==> src/timer_counter_map.svh <==
`ifndef TIMER_COUNTER_MAP_SVH
`define TIMER_COUNTER_MAP_SVH
`define TC_CH_STRIDE_SHIFT 6
`define TC_OFF_CCR 6'h00
`define TC_OFF_CMR 6'h04
`define TC_OFF_CV 6'h10
`define TC_OFF_RB 6'h18
`define TC_OFF_RC 6'h1C
`define TC_OFF_SR 6'h20
`define TC_OFF_IMR 6'h2C
`define TC_ADDR_BCR 8'hC0
`define TC_ADDR_BMR 8'hC4
`define CHANNEL_CONTROL_REG_CLOCK_ENABLE_CMD 0
`define CHANNEL_CONTROL_REG_CLOCK_DISABLE_CMD 1
`define CHANNEL_CONTROL_REG_SOFTWARE_TRIGGER_BIT 2
`define BLOCK_CONTROL_REG_SYNC 0
`define CHANNEL_STATUS_REG_CLOCK_ENABLED_FLAG 16
`define CHANNEL_MODE_REG_RESET 20'h00000
`define BLOCK_MODE_REG_RESET 6'h00
`define TC_PRE_W 10
`define TC_PRE_MASKS {10'h3FF, 10'h07F, 10'h01F, 10'h007, 10'h001}
`endif

==> src/timer_counter_pkg.sv <==
package timer_counter_pkg;
	typedef struct packed {
		logic [1:0] ldrb;
		logic wave;
		logic trigger_on_c_match;
		logic disable_on_c_match;
		logic stop_on_c_match;
		logic external_trigger_enable;
		logic [1:0] eevt;
		logic abetrg;
		logic [1:0] trig_edge;
		logic disable_on_b_load;
		logic stop_on_b_load;
		logic [1:0] burst;
		logic clock_invert_bit;
		logic [2:0] clk_sel;
	} channel_mode_t;
	typedef struct packed {
		logic etrg;
		logic ldrb;
		logic cpc;
		logic overflow_flag;
	} channel_flags_t;
	typedef enum logic [2:0] {
		CLK_OFF = 3'b001,
		CLK_STOPPED = 3'b010,
		CLK_RUNNING = 3'b100
	} clock_state_t;
endpackage

==> src/timer_counter_channel_core.sv <==
// The register offsets and the plain strobed port were decided locally.
`timescale 1ns/1ps
`include "timer_counter_map.svh"
module timer_counter_channel_core
	import timer_counter_pkg::*;
#(
	parameter int CNT_W = 16
) (
	input wire logic i_clk_sys,
	input wire logic i_sys_rst,
	input wire logic [7:0] i_addr,
	input wire logic [31:0] i_wdata,
	input wire logic i_wr,
	input wire logic i_rd,
	output logic [31:0] o_rdata,
	input wire logic [2:0] i_block_clock_pin,
	input wire logic [2:0] i_multipurpose_line_a,
	input wire logic [2:0] i_multipurpose_line_b,
	output logic [2:0] o_multipurpose_line_a,
	output logic [2:0] o_multipurpose_line_a_oe,
	output logic [2:0] o_multipurpose_line_b,
	output logic [2:0] o_multipurpose_line_b_oe,
	output logic [2:0] o_irq
);
	if (CNT_W < 2 || CNT_W > 16) begin : g_bad_width
		$error("CNT_W out of range");
	end

	localparam logic [CNT_W-1:0] CNT_MAX = '1;
	localparam logic [5*`TC_PRE_W-1:0] PRE_MASKS = `TC_PRE_MASKS;

	function automatic logic edge_hit(input logic lvl, input logic prev, input logic [1:0] sel);
		logic r;
		logic f;
		r = lvl & ~prev;
		f = ~lvl & prev;
		case (sel)
			2'h1: edge_hit = r;
			2'h2: edge_hit = f;
			2'h3: edge_hit = r | f;
			default: edge_hit = 1'b0;
		endcase
	endfunction

	function automatic logic ccr_cmd(input logic wr_sel, input logic [5:0] off, input logic [31:0] d, input int b);
		ccr_cmd = wr_sel && off == `TC_OFF_CCR && d[b];
	endfunction

	////////////////////////////////////////////////////////////////////////
	// Pin synchronisers
	logic [8:0] sync1;
	logic [8:0] sync2;
	logic [8:0] sync3;
	always_ff @(posedge i_clk_sys or posedge i_sys_rst) begin
		if (i_sys_rst) begin
			sync1 <= 9'h000;
			sync2 <= 9'h000;
			sync3 <= 9'h000;
		end else begin
			sync1 <= {i_multipurpose_line_b, i_multipurpose_line_a, i_block_clock_pin};
			sync2 <= sync1;
			sync3 <= sync2;
		end
	end

	////////////////////////////////////////////////////////////////////////
	// Registers and state
	channel_mode_t mode [3];
	channel_flags_t flags [3];
	logic [3:0] imask [3];
	logic [CNT_W-1:0] cv [3];
	logic [CNT_W-1:0] rc [3];
	logic [CNT_W-1:0] rb [3];
	clock_state_t cstate [3];
	logic [2:0] rst_pend;
	logic [2:0] eq_d;
	logic [2:0] a_out_d;
	logic [5:0] bmr;
	logic [`TC_PRE_W-1:0] pre;

	logic [2:0] pin_lvl;
	logic [2:0] pin_prev;
	logic [2:0] a_lvl;
	logic [2:0] a_prev;
	logic [2:0] b_lvl;
	logic [2:0] b_prev;
	logic [2:0] xc_lvl;
	logic [2:0] xc_prev;
	logic [4:0] pre_tick;
	logic [2:0] tick;
	logic [2:0] trig;
	logic [2:0] cpc_hit;
	logic [2:0] ldb_ev;
	logic [2:0] etrg_ev;
	logic [2:0] ch_wr;
	logic [2:0] sr_rd;
	logic [1:0] ch_idx;
	logic [5:0] ch_off;
	logic sync_pulse;
	logic [2:0] en_cmd;
	logic [2:0] dis_cmd;
	logic [2:0] stop_cmd;
	logic [2:0] wrap_ev;

	assign ch_idx = i_addr[7:`TC_CH_STRIDE_SHIFT];
	assign ch_off = i_addr[`TC_CH_STRIDE_SHIFT-1:0];
	assign pin_lvl = sync2[2:0];
	assign pin_prev = sync3[2:0];
	assign sync_pulse = i_wr && i_addr == `TC_ADDR_BCR && i_wdata[`BLOCK_CONTROL_REG_SYNC];

	always_ff @(posedge i_clk_sys or posedge i_sys_rst) begin
		if (i_sys_rst) begin
			pre <= '0;
		end else begin
			pre <= pre + 1'b1;
		end
	end

	always_comb begin
		for (int i = 0; i < 5; i++) begin
			pre_tick[i] = (pre & PRE_MASKS[i*`TC_PRE_W +: `TC_PRE_W]) ==
				PRE_MASKS[i*`TC_PRE_W +: `TC_PRE_W];
		end
	end

	////////////////////////////////////////////////////////////////////////
	// Clock routing and per-channel event decode
	always_comb begin
		for (int c = 0; c < 3; c++) begin
			a_lvl[c] = mode[c].wave ? o_multipurpose_line_a[c] : sync2[3+c];
			a_prev[c] = mode[c].wave ? a_out_d[c] : sync3[3+c];
			b_lvl[c] = sync2[6+c];
			b_prev[c] = sync3[6+c];
		end
		for (int k = 0; k < 3; k++) begin
			case (bmr[2*k +: 2])
				2'h0: begin
					xc_lvl[k] = pin_lvl[k];
					xc_prev[k] = pin_prev[k];
				end
				2'h2: begin
					xc_lvl[k] = a_lvl[k == 0 ? 1 : 0];
					xc_prev[k] = a_prev[k == 0 ? 1 : 0];
				end
				2'h3: begin
					xc_lvl[k] = a_lvl[k == 2 ? 1 : 2];
					xc_prev[k] = a_prev[k == 2 ? 1 : 2];
				end
				default: begin
					xc_lvl[k] = 1'b0;
					xc_prev[k] = 1'b0;
				end
			endcase
		end
		for (int c = 0; c < 3; c++) begin
			logic raw;
			logic gate;
			logic [1:0] xi;
			raw = 1'b0;
			gate = 1'b1;
			xi = 2'h0;
			if (mode[c].clk_sel < 3'h5) begin
				raw = pre_tick[mode[c].clk_sel];
			end else begin
				xi = 2'(mode[c].clk_sel - 3'h5);
				raw = edge_hit(xc_lvl[xi], xc_prev[xi], mode[c].clock_invert_bit ? 2'h2 : 2'h1);
			end
			if (mode[c].burst != 2'h0) begin
				gate = xc_lvl[2'(mode[c].burst - 2'h1)];
			end
			tick[c] = raw & gate;
			cpc_hit[c] = (cv[c] == rc[c]) && !eq_d[c];
			ldb_ev[c] = !mode[c].wave && edge_hit(a_lvl[c], a_prev[c], mode[c].ldrb);
			if (!mode[c].wave) begin
				etrg_ev[c] = mode[c].abetrg ? edge_hit(a_lvl[c], a_prev[c], mode[c].trig_edge)
					: edge_hit(b_lvl[c], b_prev[c], mode[c].trig_edge);
			end else if (mode[c].eevt == 2'h0) begin
				etrg_ev[c] = edge_hit(b_lvl[c], b_prev[c], mode[c].trig_edge);
			end else begin
				etrg_ev[c] = edge_hit(xc_lvl[2'(mode[c].eevt - 2'h1)],
					xc_prev[2'(mode[c].eevt - 2'h1)], mode[c].trig_edge);
			end
			ch_wr[c] = i_wr && ch_idx == 2'(c);
			sr_rd[c] = i_rd && ch_idx == 2'(c) && ch_off == `TC_OFF_SR;
			trig[c] = (ch_wr[c] && ch_off == `TC_OFF_CCR && i_wdata[`CHANNEL_CONTROL_REG_SOFTWARE_TRIGGER_BIT])
				| sync_pulse
				| (mode[c].trigger_on_c_match && cpc_hit[c])
				| (etrg_ev[c] && (!mode[c].wave || mode[c].external_trigger_enable));
		end
	end

	////////////////////////////////////////////////////////////////////////
	// Configuration registers
	always_ff @(posedge i_clk_sys or posedge i_sys_rst) begin
		if (i_sys_rst) begin
			bmr <= `BLOCK_MODE_REG_RESET;
			for (int c = 0; c < 3; c++) begin
				mode[c] <= `CHANNEL_MODE_REG_RESET;
				rc[c] <= '0;
				imask[c] <= 4'h0;
			end
		end else begin
			if (i_wr && i_addr == `TC_ADDR_BMR) begin
				bmr <= i_wdata[5:0];
			end
			for (int c = 0; c < 3; c++) begin
				if (ch_wr[c] && ch_off == `TC_OFF_CMR) begin
					mode[c] <= i_wdata[19:0];
				end
				if (ch_wr[c] && ch_off == `TC_OFF_RC) begin
					rc[c] <= i_wdata[CNT_W-1:0];
				end
				if (ch_wr[c] && ch_off == `TC_OFF_IMR) begin
					imask[c] <= i_wdata[3:0];
				end
			end
		end
	end

	////////////////////////////////////////////////////////////////////////
	// Enable, disable, stop and wrap decode
	always_comb begin
		for (int c = 0; c < 3; c++) begin
			en_cmd[c] = ccr_cmd(ch_wr[c], ch_off, i_wdata, `CHANNEL_CONTROL_REG_CLOCK_ENABLE_CMD)
				&& !ccr_cmd(ch_wr[c], ch_off, i_wdata, `CHANNEL_CONTROL_REG_CLOCK_DISABLE_CMD);
			dis_cmd[c] = ccr_cmd(ch_wr[c], ch_off, i_wdata, `CHANNEL_CONTROL_REG_CLOCK_DISABLE_CMD)
				| (ldb_ev[c] && mode[c].disable_on_b_load)
				| (mode[c].wave && cpc_hit[c] && mode[c].disable_on_c_match);
			stop_cmd[c] = (ldb_ev[c] && mode[c].stop_on_b_load)
				| (mode[c].wave && cpc_hit[c] && mode[c].stop_on_c_match);
			wrap_ev[c] = cstate[c] == CLK_RUNNING && tick[c] && !rst_pend[c] && cv[c] == CNT_MAX;
		end
	end

	////////////////////////////////////////////////////////////////////////
	// Clock control
	always_ff @(posedge i_clk_sys or posedge i_sys_rst) begin
		if (i_sys_rst) begin
			for (int c = 0; c < 3; c++) begin
				cstate[c] <= CLK_OFF;
			end
		end else begin
			for (int c = 0; c < 3; c++) begin
				unique case (cstate[c])
					CLK_OFF: begin
						if (en_cmd[c] && !dis_cmd[c]) begin
							cstate[c] <= trig[c] ? CLK_RUNNING : CLK_STOPPED;
						end
					end
					CLK_STOPPED, CLK_RUNNING: begin
						if (dis_cmd[c]) begin
							cstate[c] <= CLK_OFF;
						end else if (trig[c]) begin
							cstate[c] <= CLK_RUNNING;
						end else if (stop_cmd[c]) begin
							cstate[c] <= CLK_STOPPED;
						end
					end
					default: cstate[c] <= CLK_OFF;
				endcase
			end
		end
	end

	////////////////////////////////////////////////////////////////////////
	// Counters and capture B
	always_ff @(posedge i_clk_sys or posedge i_sys_rst) begin
		if (i_sys_rst) begin
			rst_pend <= 3'h0;
			for (int c = 0; c < 3; c++) begin
				cv[c] <= '0;
				rb[c] <= '0;
			end
		end else begin
			for (int c = 0; c < 3; c++) begin
				logic counting;
				counting = cstate[c] == CLK_RUNNING && tick[c];
				if (counting) begin
					cv[c] <= rst_pend[c] ? '0 : cv[c] + 1'b1;
				end
				// Enable written with a trigger also resets the count
				if (trig[c] && (cstate[c] != CLK_OFF || (en_cmd[c] && !dis_cmd[c]))) begin
					rst_pend[c] <= 1'b1;
				end else if (counting) begin
					rst_pend[c] <= 1'b0;
				end
				if (ldb_ev[c]) begin
					rb[c] <= cv[c];
				end
			end
		end
	end

	////////////////////////////////////////////////////////////////////////
	// Match and line A history; match starts set so reset gives no false compare
	always_ff @(posedge i_clk_sys or posedge i_sys_rst) begin
		if (i_sys_rst) begin
			eq_d <= 3'h7;
			a_out_d <= 3'h0;
		end else begin
			for (int c = 0; c < 3; c++) begin
				eq_d[c] <= cv[c] == rc[c];
				a_out_d[c] <= o_multipurpose_line_a[c];
			end
		end
	end

	////////////////////////////////////////////////////////////////////////
	// Sticky status flags, set wins over read clear
	always_ff @(posedge i_clk_sys or posedge i_sys_rst) begin
		if (i_sys_rst) begin
			for (int c = 0; c < 3; c++) begin
				flags[c] <= 4'h0;
			end
		end else begin
			for (int c = 0; c < 3; c++) begin
				flags[c].overflow_flag <= wrap_ev[c] | (flags[c].overflow_flag & ~sr_rd[c]);
				flags[c].cpc <= cpc_hit[c] | (flags[c].cpc & ~sr_rd[c]);
				flags[c].ldrb <= ldb_ev[c] | (flags[c].ldrb & ~sr_rd[c]);
				flags[c].etrg <= etrg_ev[c] | (flags[c].etrg & ~sr_rd[c]);
			end
		end
	end

	////////////////////////////////////////////////////////////////////////
	// Pins and interrupts
	always_ff @(posedge i_clk_sys or posedge i_sys_rst) begin
		if (i_sys_rst) begin
			o_multipurpose_line_a <= 3'h0;
			o_multipurpose_line_a_oe <= 3'h0;
			o_multipurpose_line_b <= 3'h0;
			o_multipurpose_line_b_oe <= 3'h0;
			o_irq <= 3'h0;
		end else begin
			for (int c = 0; c < 3; c++) begin
				o_multipurpose_line_a_oe[c] <= mode[c].wave;
				o_multipurpose_line_b_oe[c] <= mode[c].wave && mode[c].eevt != 2'h0;
				if (!mode[c].wave) begin
					o_multipurpose_line_a[c] <= 1'b0;
					o_multipurpose_line_b[c] <= 1'b0;
				end else if (cpc_hit[c]) begin
					o_multipurpose_line_a[c] <= ~o_multipurpose_line_a[c];
					o_multipurpose_line_b[c] <= ~o_multipurpose_line_b[c];
				end
				o_irq[c] <= |(flags[c] & imask[c]);
			end
		end
	end

	////////////////////////////////////////////////////////////////////////
	// Read port
	always_ff @(posedge i_clk_sys or posedge i_sys_rst) begin
		if (i_sys_rst) begin
			o_rdata <= 32'h00000000;
		end else begin
			o_rdata <= 32'h00000000;
			if (i_rd) begin
				if (i_addr == `TC_ADDR_BMR) begin
					o_rdata <= {26'h0, bmr};
				end else if (ch_idx != 2'h3) begin
					case (ch_off)
						`TC_OFF_CMR: o_rdata <= {12'h000, mode[ch_idx]};
						`TC_OFF_CV: o_rdata <= 32'(cv[ch_idx]);
						`TC_OFF_RB: o_rdata <= 32'(rb[ch_idx]);
						`TC_OFF_RC: o_rdata <= 32'(rc[ch_idx]);
						`TC_OFF_IMR: o_rdata <= {28'h0000000, imask[ch_idx]};
						`TC_OFF_SR: begin
							o_rdata <= {28'h0000000, flags[ch_idx]};
							o_rdata[`CHANNEL_STATUS_REG_CLOCK_ENABLED_FLAG] <= cstate[ch_idx] != CLK_OFF;
						end
						default: o_rdata <= 32'h00000000;
					endcase
				end
			end
		end
	end
endmodule

==> config.mk <==
export PLATFORM = sky130hd
export DESIGN_NAME = timer_counter_channel_core
export DESIGN_NICKNAME = d
export VERILOG_FILES = /design/src/timer_counter_pkg.sv /design/src/timer_counter_channel_core.sv
export VERILOG_INCLUDE_DIRS = /design/src
export SDC_FILE = /design/constraint.sdc
export NUM_CORES = 1
export LEC_CHECK = 0
export BUFFER_PORTS_ARGS = -buffer_cell sky130_fd_sc_hd__buf_2
export CAP_MARGIN = 20
export CORE_UTILIZATION = 35
export DETAILED_ROUTE_END_ITERATION = 7
export GPL_ROUTABILITY_DRIVEN = 0
export HOLD_SLACK_MARGIN = 0.03
export SETUP_SLACK_MARGIN = 0.2
export SKIP_CTS_REPAIR_TIMING = 1
export SLEW_MARGIN = 25
export SYNTH_ARGS = -nofsm -noshare
export SYNTH_HDL_FRONTEND = slang
export SYNTH_SLANG_ARGS = --single-unit
==> constraint.sdc <==
create_clock -name i_clk_sys -period 13 [get_ports i_clk_sys]
set_input_delay 2.6 -clock i_clk_sys [delete_from_list [all_inputs] [get_ports i_clk_sys]]
set_output_delay 2.6 -clock i_clk_sys [all_outputs]
set_load 0.05 [all_outputs]
==> reports/qor.yml, run 1 <==
status:
  outcome: "complete, no violations"
clocking:
  clock-sinks: 324
  cts.clk_slew.worst_paths_ns: 0.06
  cts_root_buffer: "clkbuf_16"
  ctsHtreeMaxLevel: 2
  clock_latency_ns: 0.56
  clockBufferDepth: 3
  cts_tree: "done"
  numCtsBuffers: 38
timing:
  fmax_mhz: 196.3
  period_share: 0.3920
  finalCriticalPeriod_ns: 5.095
  rsz0062_at_grt: "no"
  slew_headroom: 0.3273
  hold_violations: 0
  slew_viol_final: 0
  setup_tns_ns: 0
  finalSetupViolCount: 0
  worst_slew_pin_slew_ns: 1.005
  fin_skew_ns: 0.02238
synth:
  ys_ff_latch: 324
  synth.area.top_cells: "dfrtp_1 (46%), mux2_2 (11%), mux2i_1 (5.1%)"
  avgSynthCellArea_um2: 10.50
  ys_types: 76
  netlist_top_cells_count: "dfrtp_1 (318), mux2_2 (177), nor2_1 (148)"
  synthFlopType: "dfrtp_1"
  yosysWarnings: 0
  syn_area_um2: 17370
  synth_edf_count: 0
  synth_area_leader_cell: "dfrtp_1"
  synthMostInstantiatedCell: "dfrtp_1"
  yosysSeqAreaShare: 0.4673
  synthCells: 1654
  synthArstFlopShare: 1.000
  synth.top_cell.area_share: 0.4582
drt:
  drtIter0Drc: 1240
  drc: 0
  m1WireLength_mm: 23.88
  wire_per_inst_um: 22.36
  wl_met3_mm: 3.469
  vias_per_cell: 5.658
  num_vias: 13399
  wl_mm: 52.95
  routed.top_layer: "met5"
  ant_nets: 0
  drt_pass1_iterations: 6
  wl_met2_mm: 23.68
global_route:
  grt-ovfl-total: 0
  grt_pass1_vias: 13210
  antenna_found_initial: 1
  grt_pass1_wl_mm: 81.65
  grt_max_degree: 130
  grt_usage: 0.2134
finish:
  utilization: 0.4008
  area_growth_pct: 12.96
  final_nets: 1759
  drive_gt1_frac: 0.2242
  finish.cell_count_without_fillers: 2368
  insertedDiodeCount: 0
worst_setup_path:
  start_kind: "input port"
  cp-end-kind: "register"
  r2r_setup_slack_ns: 8.44
  cp.arrival_ns: 5.52
  worstPathRequired_ns: 13.42
  critical-path-max-stage-delay_ns: 0.94
  crit_fanout: 9
  slowest_stage: "nand4bb_1"
  crit_type: "in2reg"
  crit_chain: "buf_2 > nor3_1 > nand4bb_1 > nor2_1 > mux2_2"
  path_delay_family: "simple AND/OR/NAND/NOR gates"
  crit_buf_inv: 1
pwr:
  clockPowerShare: 0.457
  intPower_mw: 1.791
  totalPowerFinal_mw: 2.405
  p_leak_nw: 8.669
  power.share.sequential: 0.451
  p_switching_mw: 0.6143
  p_comb_frac: 0.092
  sw_frac_of_total: 0.2554
  ir_drop_v: 0.00007054
  powerDensity_nw_per_um2: 122.6
die:
  core_um2: 48950
  die_y_um: 224.8
  rows: 81
  die_area_um2: 50520
  start_util: 0.3548
  top_level_ports: 100
  fp.dieW_um: 224.8
placement:
  dpl.hpwl_mm: 36.93
  port-buffer-count: 75
  dp.cells: 2300
min_path:
  min_path_type: "reg2reg"
run:
  cap_viol_max_count: 0
area by class of cell:
class / count / area (um2)
timing repair buffer: 98 / 558.0
inverter: 74 / 285.3
sequential: 324 / 8117
clock inverter: 8 / 73.82
tap: 664 / 830.8
fill: 4718 / 29330
clock buffer: 60 / 1227
multi-input combinational: 1140 / 8527
cells in the final DEF (no fill, tap or decap), types with 48 or more instances in the layout:
| cell | Yosys | routed |
|---|---|---|
| dfrtp_1 | 318 | 317 |
| mux2_2 | 177 | 177 |
| nor2_1 | 148 | 146 |
| nand2_1 | 90 | 90 |
| mux2i_1 | 88 | 88 |
| buf_2 | 7 | 74 |
| inv_1 | 74 | 73 |
| a21oi_1 | 63 | 62 |
| xnor2_1 | 57 | 57 |
| nand3_1 | 52 | 52 |
| o21ai_0 | 50 | 50 |
| o22ai_1 | 48 | 48 |
sequential cells by signal, summed over array words and instances, names as in the netlist, 10 cells and up:
name / flops
cv: 48
flags: 12
imask: 12
mode: 60
o_rdata: 20
pre: 10
rb: 48
rc: 48
worst register-to-register path, stage by stage (launching register included):
cell and delay, ns:
dfrtp_1 0.68, mux2i_1 0.71, nor2_1 0.36, or2_2 0.40, o211ai_1 0.22, o21ai_0 0.14
ha_1 0.25, and3b_1 0.17, a311oi_1 0.25, a311oi_1 0.17, and2_1 0.25, a2111o_1 0.43
o221ai_1 0.22, o21ai_0 0.17
final timing paths:
path                           start     endpoint  cells after the start
max in group asynchronous  i_sys_rst        cv[0]                      4
hold / removal              sync1[8]     sync2[8]                      0
setup / recovery           i_addr[1]       bmr[2]                      5
hold reg to reg             sync1[8]     sync2[8]                      0
min in group asynchronous  i_sys_rst  o_rdata[19]                      2
setup reg to reg            mode[37]  rst_pend[2]                     13
power groups by stage:
| stage | Clock [mW] | Sequential, mW | Combinational, mW |
|---|---|---|---|
| after global placement | 0 | 1.10 | 0.217 |
| final | 1.10 | 1.08 | 0.221 |
| after CTS | 1.12 | 1.08 | 0.221 |
| after floorplan | 0 | 1.10 | 0.150 |
| after global routing | 1.16 | 1.09 | 0.240 |
| after detailed placement | 0 | 1.10 | 0.220 |
stage by stage:
| step | hold slack [ns] | area (um2) | worst slack, ns |
|---|---|---|---|
| 2_1_floorplan | 0.3312 | 17410 | 1.440 |
| 3_3_place_gp | 0.3343 | 18290 | 7.216 |
| 3_5_place_dp | 0.3385 | 18290 | 7.183 |
| 4_1_cts | 0.3297 | 19590 | 7.745 |
| 5_1_grt | 0.3525 | 19620 | 7.836 |
| 6_report | 0.3278 | 19620 | 7.905 |
cell families after synthesis:
family,count (synthesis),share of synthesized area
AND/OR/NAND/NOR,417,0.1135
adder cells (fa/ha/maj),30,0.02161
other,1,0.0002159
AO/OA/AOI/OAI,344,0.1416
buffers and inverters,201,0.04747
XOR/XNOR,63,0.03177
multiplexers,274,0.1766
flip-flops,324,0.4673
per-layer routing:
metal,vias up,GRT usage
met5,-,0
met4,2,0.08536
met3,92,0.03854
met2,493,0.3243
met1,6829,0.2998
li1,5983,-
Power figures use the tool's default switching activity.
==> run 2, diff against run 1 <==
==> constraint.sdc (replaced) <==
create_clock -name i_clk_sys -period 5.25 [get_ports i_clk_sys]
set_input_delay 1.05 -clock i_clk_sys [delete_from_list [all_inputs] [get_ports i_clk_sys]]
set_output_delay 1.05 -clock i_clk_sys [all_outputs]
set_load 0.05 [all_outputs]
==> reports/qor.yml, run 2 (synthesis results as in run 1) <==
clocking:
  numCtsBuffers: 38  # unchanged
  clock_latency_ns: 0.56  # about the same
  cts.clk_slew.worst_paths_ns: 0.06  # about the same
  ctsHtreeMaxLevel: 2  # unchanged
  cts_tree: "done"
  clock-sinks: 324  # unchanged
  cts_root_buffer: "clkbuf_16"
  clockBufferDepth: 3  # unchanged
finish:
  final_cell_area_um2: 19630  # about the same
  layout.cells.most_common_list: "dfrtp_1 (318), mux2_2 (177), nor2_1 (146), nand2_1 (90), mux2i_1 (88)"
  area_growth_pct: 13.03  # about the same
  mostFrequentLayoutCell: "dfrtp_1"
  regMostFlops: "mode"
  insertedDiodeCount: 0  # unchanged
  final_nets: 1770  # +0.63%
  largest_register_ffs: 60  # unchanged
  utilization: 0.4010  # about the same
  drive_gt1_frac: 0.2230  # -0.001178
drt:
  ant_nets: 0  # unchanged
  drc: 0  # unchanged
  wl_mm: 52.56  # -0.74%
  wire_per_inst_um: 22.11  # -1.1%
  drtIter0Drc: 1371  # +11%
  num_vias: 13416  # +0.13%
  drt_pass1_iterations: 5  # -1
  vias_per_cell: 5.644  # -0.25%
timing:
  slew_headroom: 0.3383  # +0.01096
  finalCriticalPeriod_ns: 4.188
  finalSetupViolCount: 0  # unchanged
  period_share: 0.7977
  fin_skew_ns: 0.02791  # +0.005525 ns
  rsz0062_at_grt: "no"
  fmax_mhz: 238.8
  slew_viol_final: 0  # unchanged
  hold_violations: 0  # unchanged
  fin_ws_ns: 1.062  # -6.843 ns
  worst_slew_pin_slew_ns: 0.9926  # -0.01273 ns
min_path:
  min_from: "sync1[8]"
  whs_endpoint: "sync2[8]"
  whs_path_depth: 0  # unchanged
  min_path_type: "reg2reg"
worst_setup_path:
  start_kind: "register"
  rr_worst_depth: 13  # unchanged
  r2r_setup_slack_ns: 1.06  # -7.38 ns
  timing.rr.end: "rst_pend[2]"
  crit_fanout: 15  # +6
  worstPathRequired_ns: 5.67  # -7.75 ns
  regToRegStartpoint: "mode[37]"
  cp.arrival_ns: 4.60  # -0.92 ns
  crit_type: "reg2reg"
  cp-end-kind: "register"
pwr:
  sw_frac_of_total: 0.2568  # +0.001388
  intPower_mw: 4.317  # +140%
  p_switching_mw: 1.491  # +140%
  p_leak_nw: 8.681  # +0.14%
  power.share.sequential: 0.464  # +0.013
  powerDensity_nw_per_um2: 295.9  # +140%
  ir_drop_v: 0.0001548  # +120%
  p_comb_frac: 0.095  # +0.003
  clockPowerShare: 0.441  # -0.016
  totalPowerFinal_mw: 5.808  # +140%
global_route:
  grt_pass1_vias: 13087  # -0.93%
  grt_usage: 0.2114  # -0.001937
  grt_pass1_wl_mm: 80.36  # -1.6%
  antenna_found_initial: 2  # +1
  grt-ovfl-total: 0  # unchanged
  grt_max_degree: 179  # +38%
run:
  cap_viol_max_count: 0  # unchanged
die:
  fp.dieW_um: 224.8  # unchanged
  rows: 81  # unchanged
  core_um2: 48950  # unchanged
  start_util: 0.3548  # unchanged
  die_y_um: 224.8  # unchanged
  die_area_um2: 50520  # unchanged
  top_level_ports: 100  # unchanged
placement:
  port-buffer-count: 75  # unchanged
  post_dp_cell_area_um2: 18410  # +0.64%
  pre_cts_ws_ns: 1.108  # -6.075 ns
  dpl.hpwl_mm: 37.02  # +0.25%
status:
  outcome: "complete, no violations"
==> run 2: how the worst max path moves through the flow <==
stage,from,end,slack [ns],cells past startpoint
2_1_floorplan,i_sys_rst,a_out_d[0],-0.12,1
3_3_place_gp,mode[37],rst_pend[2],1.17,14
3_5_place_dp,mode[37],rst_pend[2],1.11,13
4_1_cts,mode[37],rst_pend[2],1.09,13
5_1_grt,mode[37],rst_pend[2],0.81,13
6_report,mode[37],rst_pend[2],1.06,13
==> run 2: area by class of cell <==
| class | instances | area, um2 |
|---|---|---|
| tap | 664 | 830.8 |
| multi-input combinational | 1140 | 8504 |
| sequential | 324 | 8115 |
| fill | 4715 | 29320 |
| timing repair buffer | 109 | 703.2 |
| inverter | 74 | 281.5 |
| clock buffer | 60 | 1135 |
| clock inverter | 6 | 61.31 |
==> run 2: critical path, stage by stage (launching register included) <==
cell and delay, ns:
dfrtp_1 0.68, mux2i_1 0.64, nor2_1 0.33, or2_2 0.39, o211ai_1 0.22, o21ai_0 0.14
ha_1 0.21, and3b_1 0.17, a311oi_1 0.23, a311oi_1 0.12, and2_1 0.19, a2111o_1 0.44
o221ai_1 0.15, o21ai_0 0.14
==> run 2: routing by layer <==
layer | vias to the layer above | part of all wire | GRT usage
li1 | 6018 | - | -
met1 | 6781 | 0.45 | 0.2978
met2 | 502 | 0.44 | 0.3174
met3 | 111 | 0.073 | 0.04363
met4 | 4 | 0.039 | 0.08229
met5 | - | 0.00044 | 0
==> run 2: through the flow <==
stage / std cells / setup TNS, ns / hold WS (ns)
after CTS: 2376 / 0 / 0.3496
final: 2377 / 0 / 0.3477
after global routing: 2377 / 0 / 0.3586
after detailed placement: 2310 / 0 / 0.3378
after floorplan: 1665 / -37.48 / 0.3312
after global placement: 2310 / 0 / 0.3335
==> run 2: power by group through the flow <==
stage / registers [mW] / logic (mW) / clock network (mW)
after global placement: 2.73 / 0.539 / 0
after global routing: 2.70 / 0.598 / 2.72
after floorplan: 2.72 / 0.373 / 0
after CTS: 2.69 / 0.549 / 2.62
after detailed placement: 2.73 / 0.547 / 0
final: 2.69 / 0.551 / 2.56
==> run 3, diff against run 2 <==
--- a/config.mk
+++ b/config.mk
@@ -6,6 +6,7 @@
 export SDC_FILE = /design/constraint.sdc
 export NUM_CORES = 1
 export LEC_CHECK = 0
+export ABC_AREA = 1
 export BUFFER_PORTS_ARGS = -buffer_cell sky130_fd_sc_hd__buf_2
 export CAP_MARGIN = 20
 export CORE_UTILIZATION = 35
==> constraint.sdc (replaced) <==
create_clock -name i_clk_sys -period 4.1 [get_ports i_clk_sys]
set_input_delay 0.82 -clock i_clk_sys [delete_from_list [all_inputs] [get_ports i_clk_sys]]
set_output_delay 0.82 -clock i_clk_sys [all_outputs]
set_load 0.05 [all_outputs]
==> reports/qor.yml, run 3 <==
die:
  die_area_um2: 50840  # +0.64%
  die_y_um: 225.5  # +0.32%
  top_level_ports: 100  # unchanged
  start_util: 0.3556  # +0.0008278
  core_um2: 49150  # +0.41%
  fp.dieW_um: 225.5  # +0.32%
  rows: 81  # unchanged
finish:
  regMostFlops: "mode"
  area_growth_pct: 12.88
  final_nets: 2377  # +34%
  largest_register_ffs: 60  # unchanged
  final_cell_area_um2: 19730  # +0.52%
  utilization: 0.4015  # +0.0004080
  insertedDiodeCount: 0  # unchanged
  fill_cells: 5037  # +6.8%
  mostFrequentLayoutCell: "nand2_1"
  layout.cells.most_common_list: "nand2_1 (680), dfrtp_1 (318), o21ai_0 (252), inv_1 (231), nand3_1 (127)"
  drive_gt1_frac: 0.1228  # -0.1002
clocking:
  cts_root_buffer: "clkbuf_16"
  clock_latency_ns: 0.56  # about the same
  cts_tree: "done"
  ctsHtreeMaxLevel: 2  # unchanged
  clockBufferDepth: 3  # unchanged
  numCtsBuffers: 37  # -2.6%
  clock-sinks: 324  # unchanged
  cts.clk_slew.worst_paths_ns: 0.06  # about the same
synth:
  synthFlopType: "dfrtp_1"
  synth_area_leader_cell: "dfrtp_1"
  synth.area.top_cells: "dfrtp_1 (46%), nand2_1 (15%), o21ai_0 (7.2%)"
  ys_types: 51  # -33%
  synthMostInstantiatedCell: "nand2_1"
  syn_area_um2: 17480  # +0.65%
  ys_ff_latch: 324  # unchanged
  synthArstFlopShare: 1.000  # unchanged
  yosysSeqAreaShare: 0.4642  # -0.003010
  synthCells: 2229  # +35%
  avgSynthCellArea_um2: 7.842  # -25%
  synth.top_cell.area_share: 0.4552  # -0.002952
  synth_edf_count: 0  # unchanged
  yosysWarnings: 0  # unchanged
  netlist_top_cells_count: "nand2_1 (680), dfrtp_1 (318), o21ai_0 (252)"
pwr:
  ir_drop_v: 0.0002341  # +51%
  p_leak_nw: 9.205  # +6.0%
  powerDensity_nw_per_um2: 417.4  # +41%
placement:
  post_dp_cell_area_um2: 18550  # +0.75%
  port-buffer-count: 75  # unchanged
  dpl.hpwl_mm: 42.21  # +14%
  pre_cts_ws_ns: 0.8438  # -0.2643 ns
global_route:
  grt_usage: 0.2310  # +0.01960
  grt_pass1_wl_mm: 88.98  # +11%
  grt_pass1_vias: 15196  # +16%
  grt-ovfl-total: 0  # unchanged
  antenna_found_initial: 0  # -2
  grt_max_degree: 88  # -51%
worst_setup_path:
  cp.arrival_ns: 3.75  # -0.85 ns
  crit_type: "reg2reg"
  regToRegStartpoint: "mode[57]"
  start_kind: "register"
  worstPathRequired_ns: 4.54  # -1.13 ns
  crit_fanout: 9  # -6
  timing.rr.end: "cstate[1]"
  rr_worst_depth: 21  # +8
  cp-end-kind: "register"
  r2r_setup_slack_ns: 0.79  # -0.27 ns
min_path:
  min_from: "sync1[8]"
  min_path_type: "reg2reg"
  whs_endpoint: "sync2[8]"
  whs_path_depth: 0  # unchanged
timing:
  slew_headroom: 0.3813  # +0.04308
  finalCriticalPeriod_ns: 3.309  # -0.8796 ns
  worst_slew_pin_slew_ns: 0.9270  # -0.06563 ns
  hold_violations: 0  # unchanged
  slew_viol_final: 0  # unchanged
  rsz0062_at_grt: "no"
  period_share: 0.8070  # +0.009219
  whs_ns: 0.3467  # -0.0009900 ns
  setup_tns_ns: 0  # unchanged
  fin_ws_ns: 0.7915  # -0.2704 ns
  fin_skew_ns: 0.01633  # -0.01158 ns
  finalSetupViolCount: 0  # unchanged
  fmax_mhz: 302.3  # +27%
drt:
  wl_mm: 57.61  # +9.6%
  num_vias: 15846  # +18%
  drc: 0  # unchanged
  vias_per_cell: 5.310  # -5.9%
  wire_per_inst_um: 19.31  # -13%
  drtIter0Drc: 1602  # +17%
  ant_nets: 0  # unchanged
  drt_pass1_iterations: 7  # +2
status:
  outcome: "complete, no violations"
run:
  cap_viol_max_count: 0  # unchanged
==> run 3: changes by cell type after synthesis, sizes merged, moves of 19 or more <==
cell and delta:
clkbuf -41, nor2 -20, o22ai -19, mux2i -89, inv +164, o21ai +251, a221oi -26, xnor2 -26
nor2b -21, mux2 -177, nand3 +84, a21oi -23, a211oi -23, nand2 +609
==> run 3: layout make-up <==
| cell class | instances | area [um2] | area share |
|---|---|---|---|
| Clock inverter | 10 | 90.09 | 0.004565 |
| Clock buffer | 55 | 1096 | 0.05554 |
| Inverter | 241 | 908.4 | 0.04603 |
| Timing Repair Buffer | 119 | 755.7 | 0.03830 |
| Tap cell | 664 | 830.8 | 0.04210 |
| Multi-Input combinational cell | 1571 | 7936 | 0.4022 |
| Sequential cell | 324 | 8115 | 0.4113 |
==> run 3: worst max-delay path by stage <==
stage | cells after the start | endpoint | slack, ns | from
global route | 21 | cstate[1] | 0.38 | mode[57]
detailed placement | 21 | cstate[1] | 0.84 | mode[57]
finish | 21 | cstate[1] | 0.79 | mode[57]
floorplan | 1 | a_out_d[0] | -1.04 | i_sys_rst
global placement | 23 | cstate[1] | 0.82 | mode[17]
CTS | 21 | cstate[1] | 0.81 | mode[57]
==> run 3: logic make-up after synthesis <==
kind of cell | count (synthesis) | synth area share
AOI/OAI and AO/OA | 446 | 0.1537
DFF | 324 | 0.4642
buffers and inverters | 345 | 0.08410
other | 1 | 0.0002145
adders and majority gates | 30 | 0.02147
xor gates and xnor gates | 53 | 0.02655
and+or+nand+nor | 1030 | 0.2497
==> run 3: power by group <==
part           switching [mW]  internal [mW]  leakage [nW]
clock network            1.36           1.92         0.580
registers               0.183           3.42          4.31
logic                   0.979          0.370          4.31
total                    2.52           5.71          9.20
==> run 3: critical path, stage by stage (launching register included) <==
cell,delay (ns)
dfrtp_1,0.46
inv_1,0.19
nor2_1,0.07
nor2_2,0.26
nand2_1,0.11
nand3_2,0.20
o21ai_0,0.11
a21oi_1,0.27
inv_1,0.08
ha_1,0.30
nor2_1,0.10
o21ai_0,0.09
nand2_1,0.08
inv_1,0.04
o21ai_0,0.22
nand2_1,0.19
nand3_2,0.13
nor2_1,0.05
nand2_1,0.07
nand2_1,0.07
nand2_1,0.07
nand2_1,0.05
==> run 3: stage by stage <==
step / cells / power, mW
final: 2984 / 8.236
after global placement: 2919 / 4.944
after global routing: 2984 / 8.591
after detailed placement: 2919 / 4.989
after CTS: 2984 / 8.282
after floorplan: 2240 / 4.546
==> run 3: routing by layer <==
layer | vias to the layer above | global-route usage | share of wire
met1 | 7630 | 0.3147 | 0.43
li1 | 7369 | - | -
met5 | - | 0 | 0
met3 | 132 | 0.03677 | 0.085
met4 | 0 | 0.1183 | 0.048
met2 | 715 | 0.3542 | 0.44
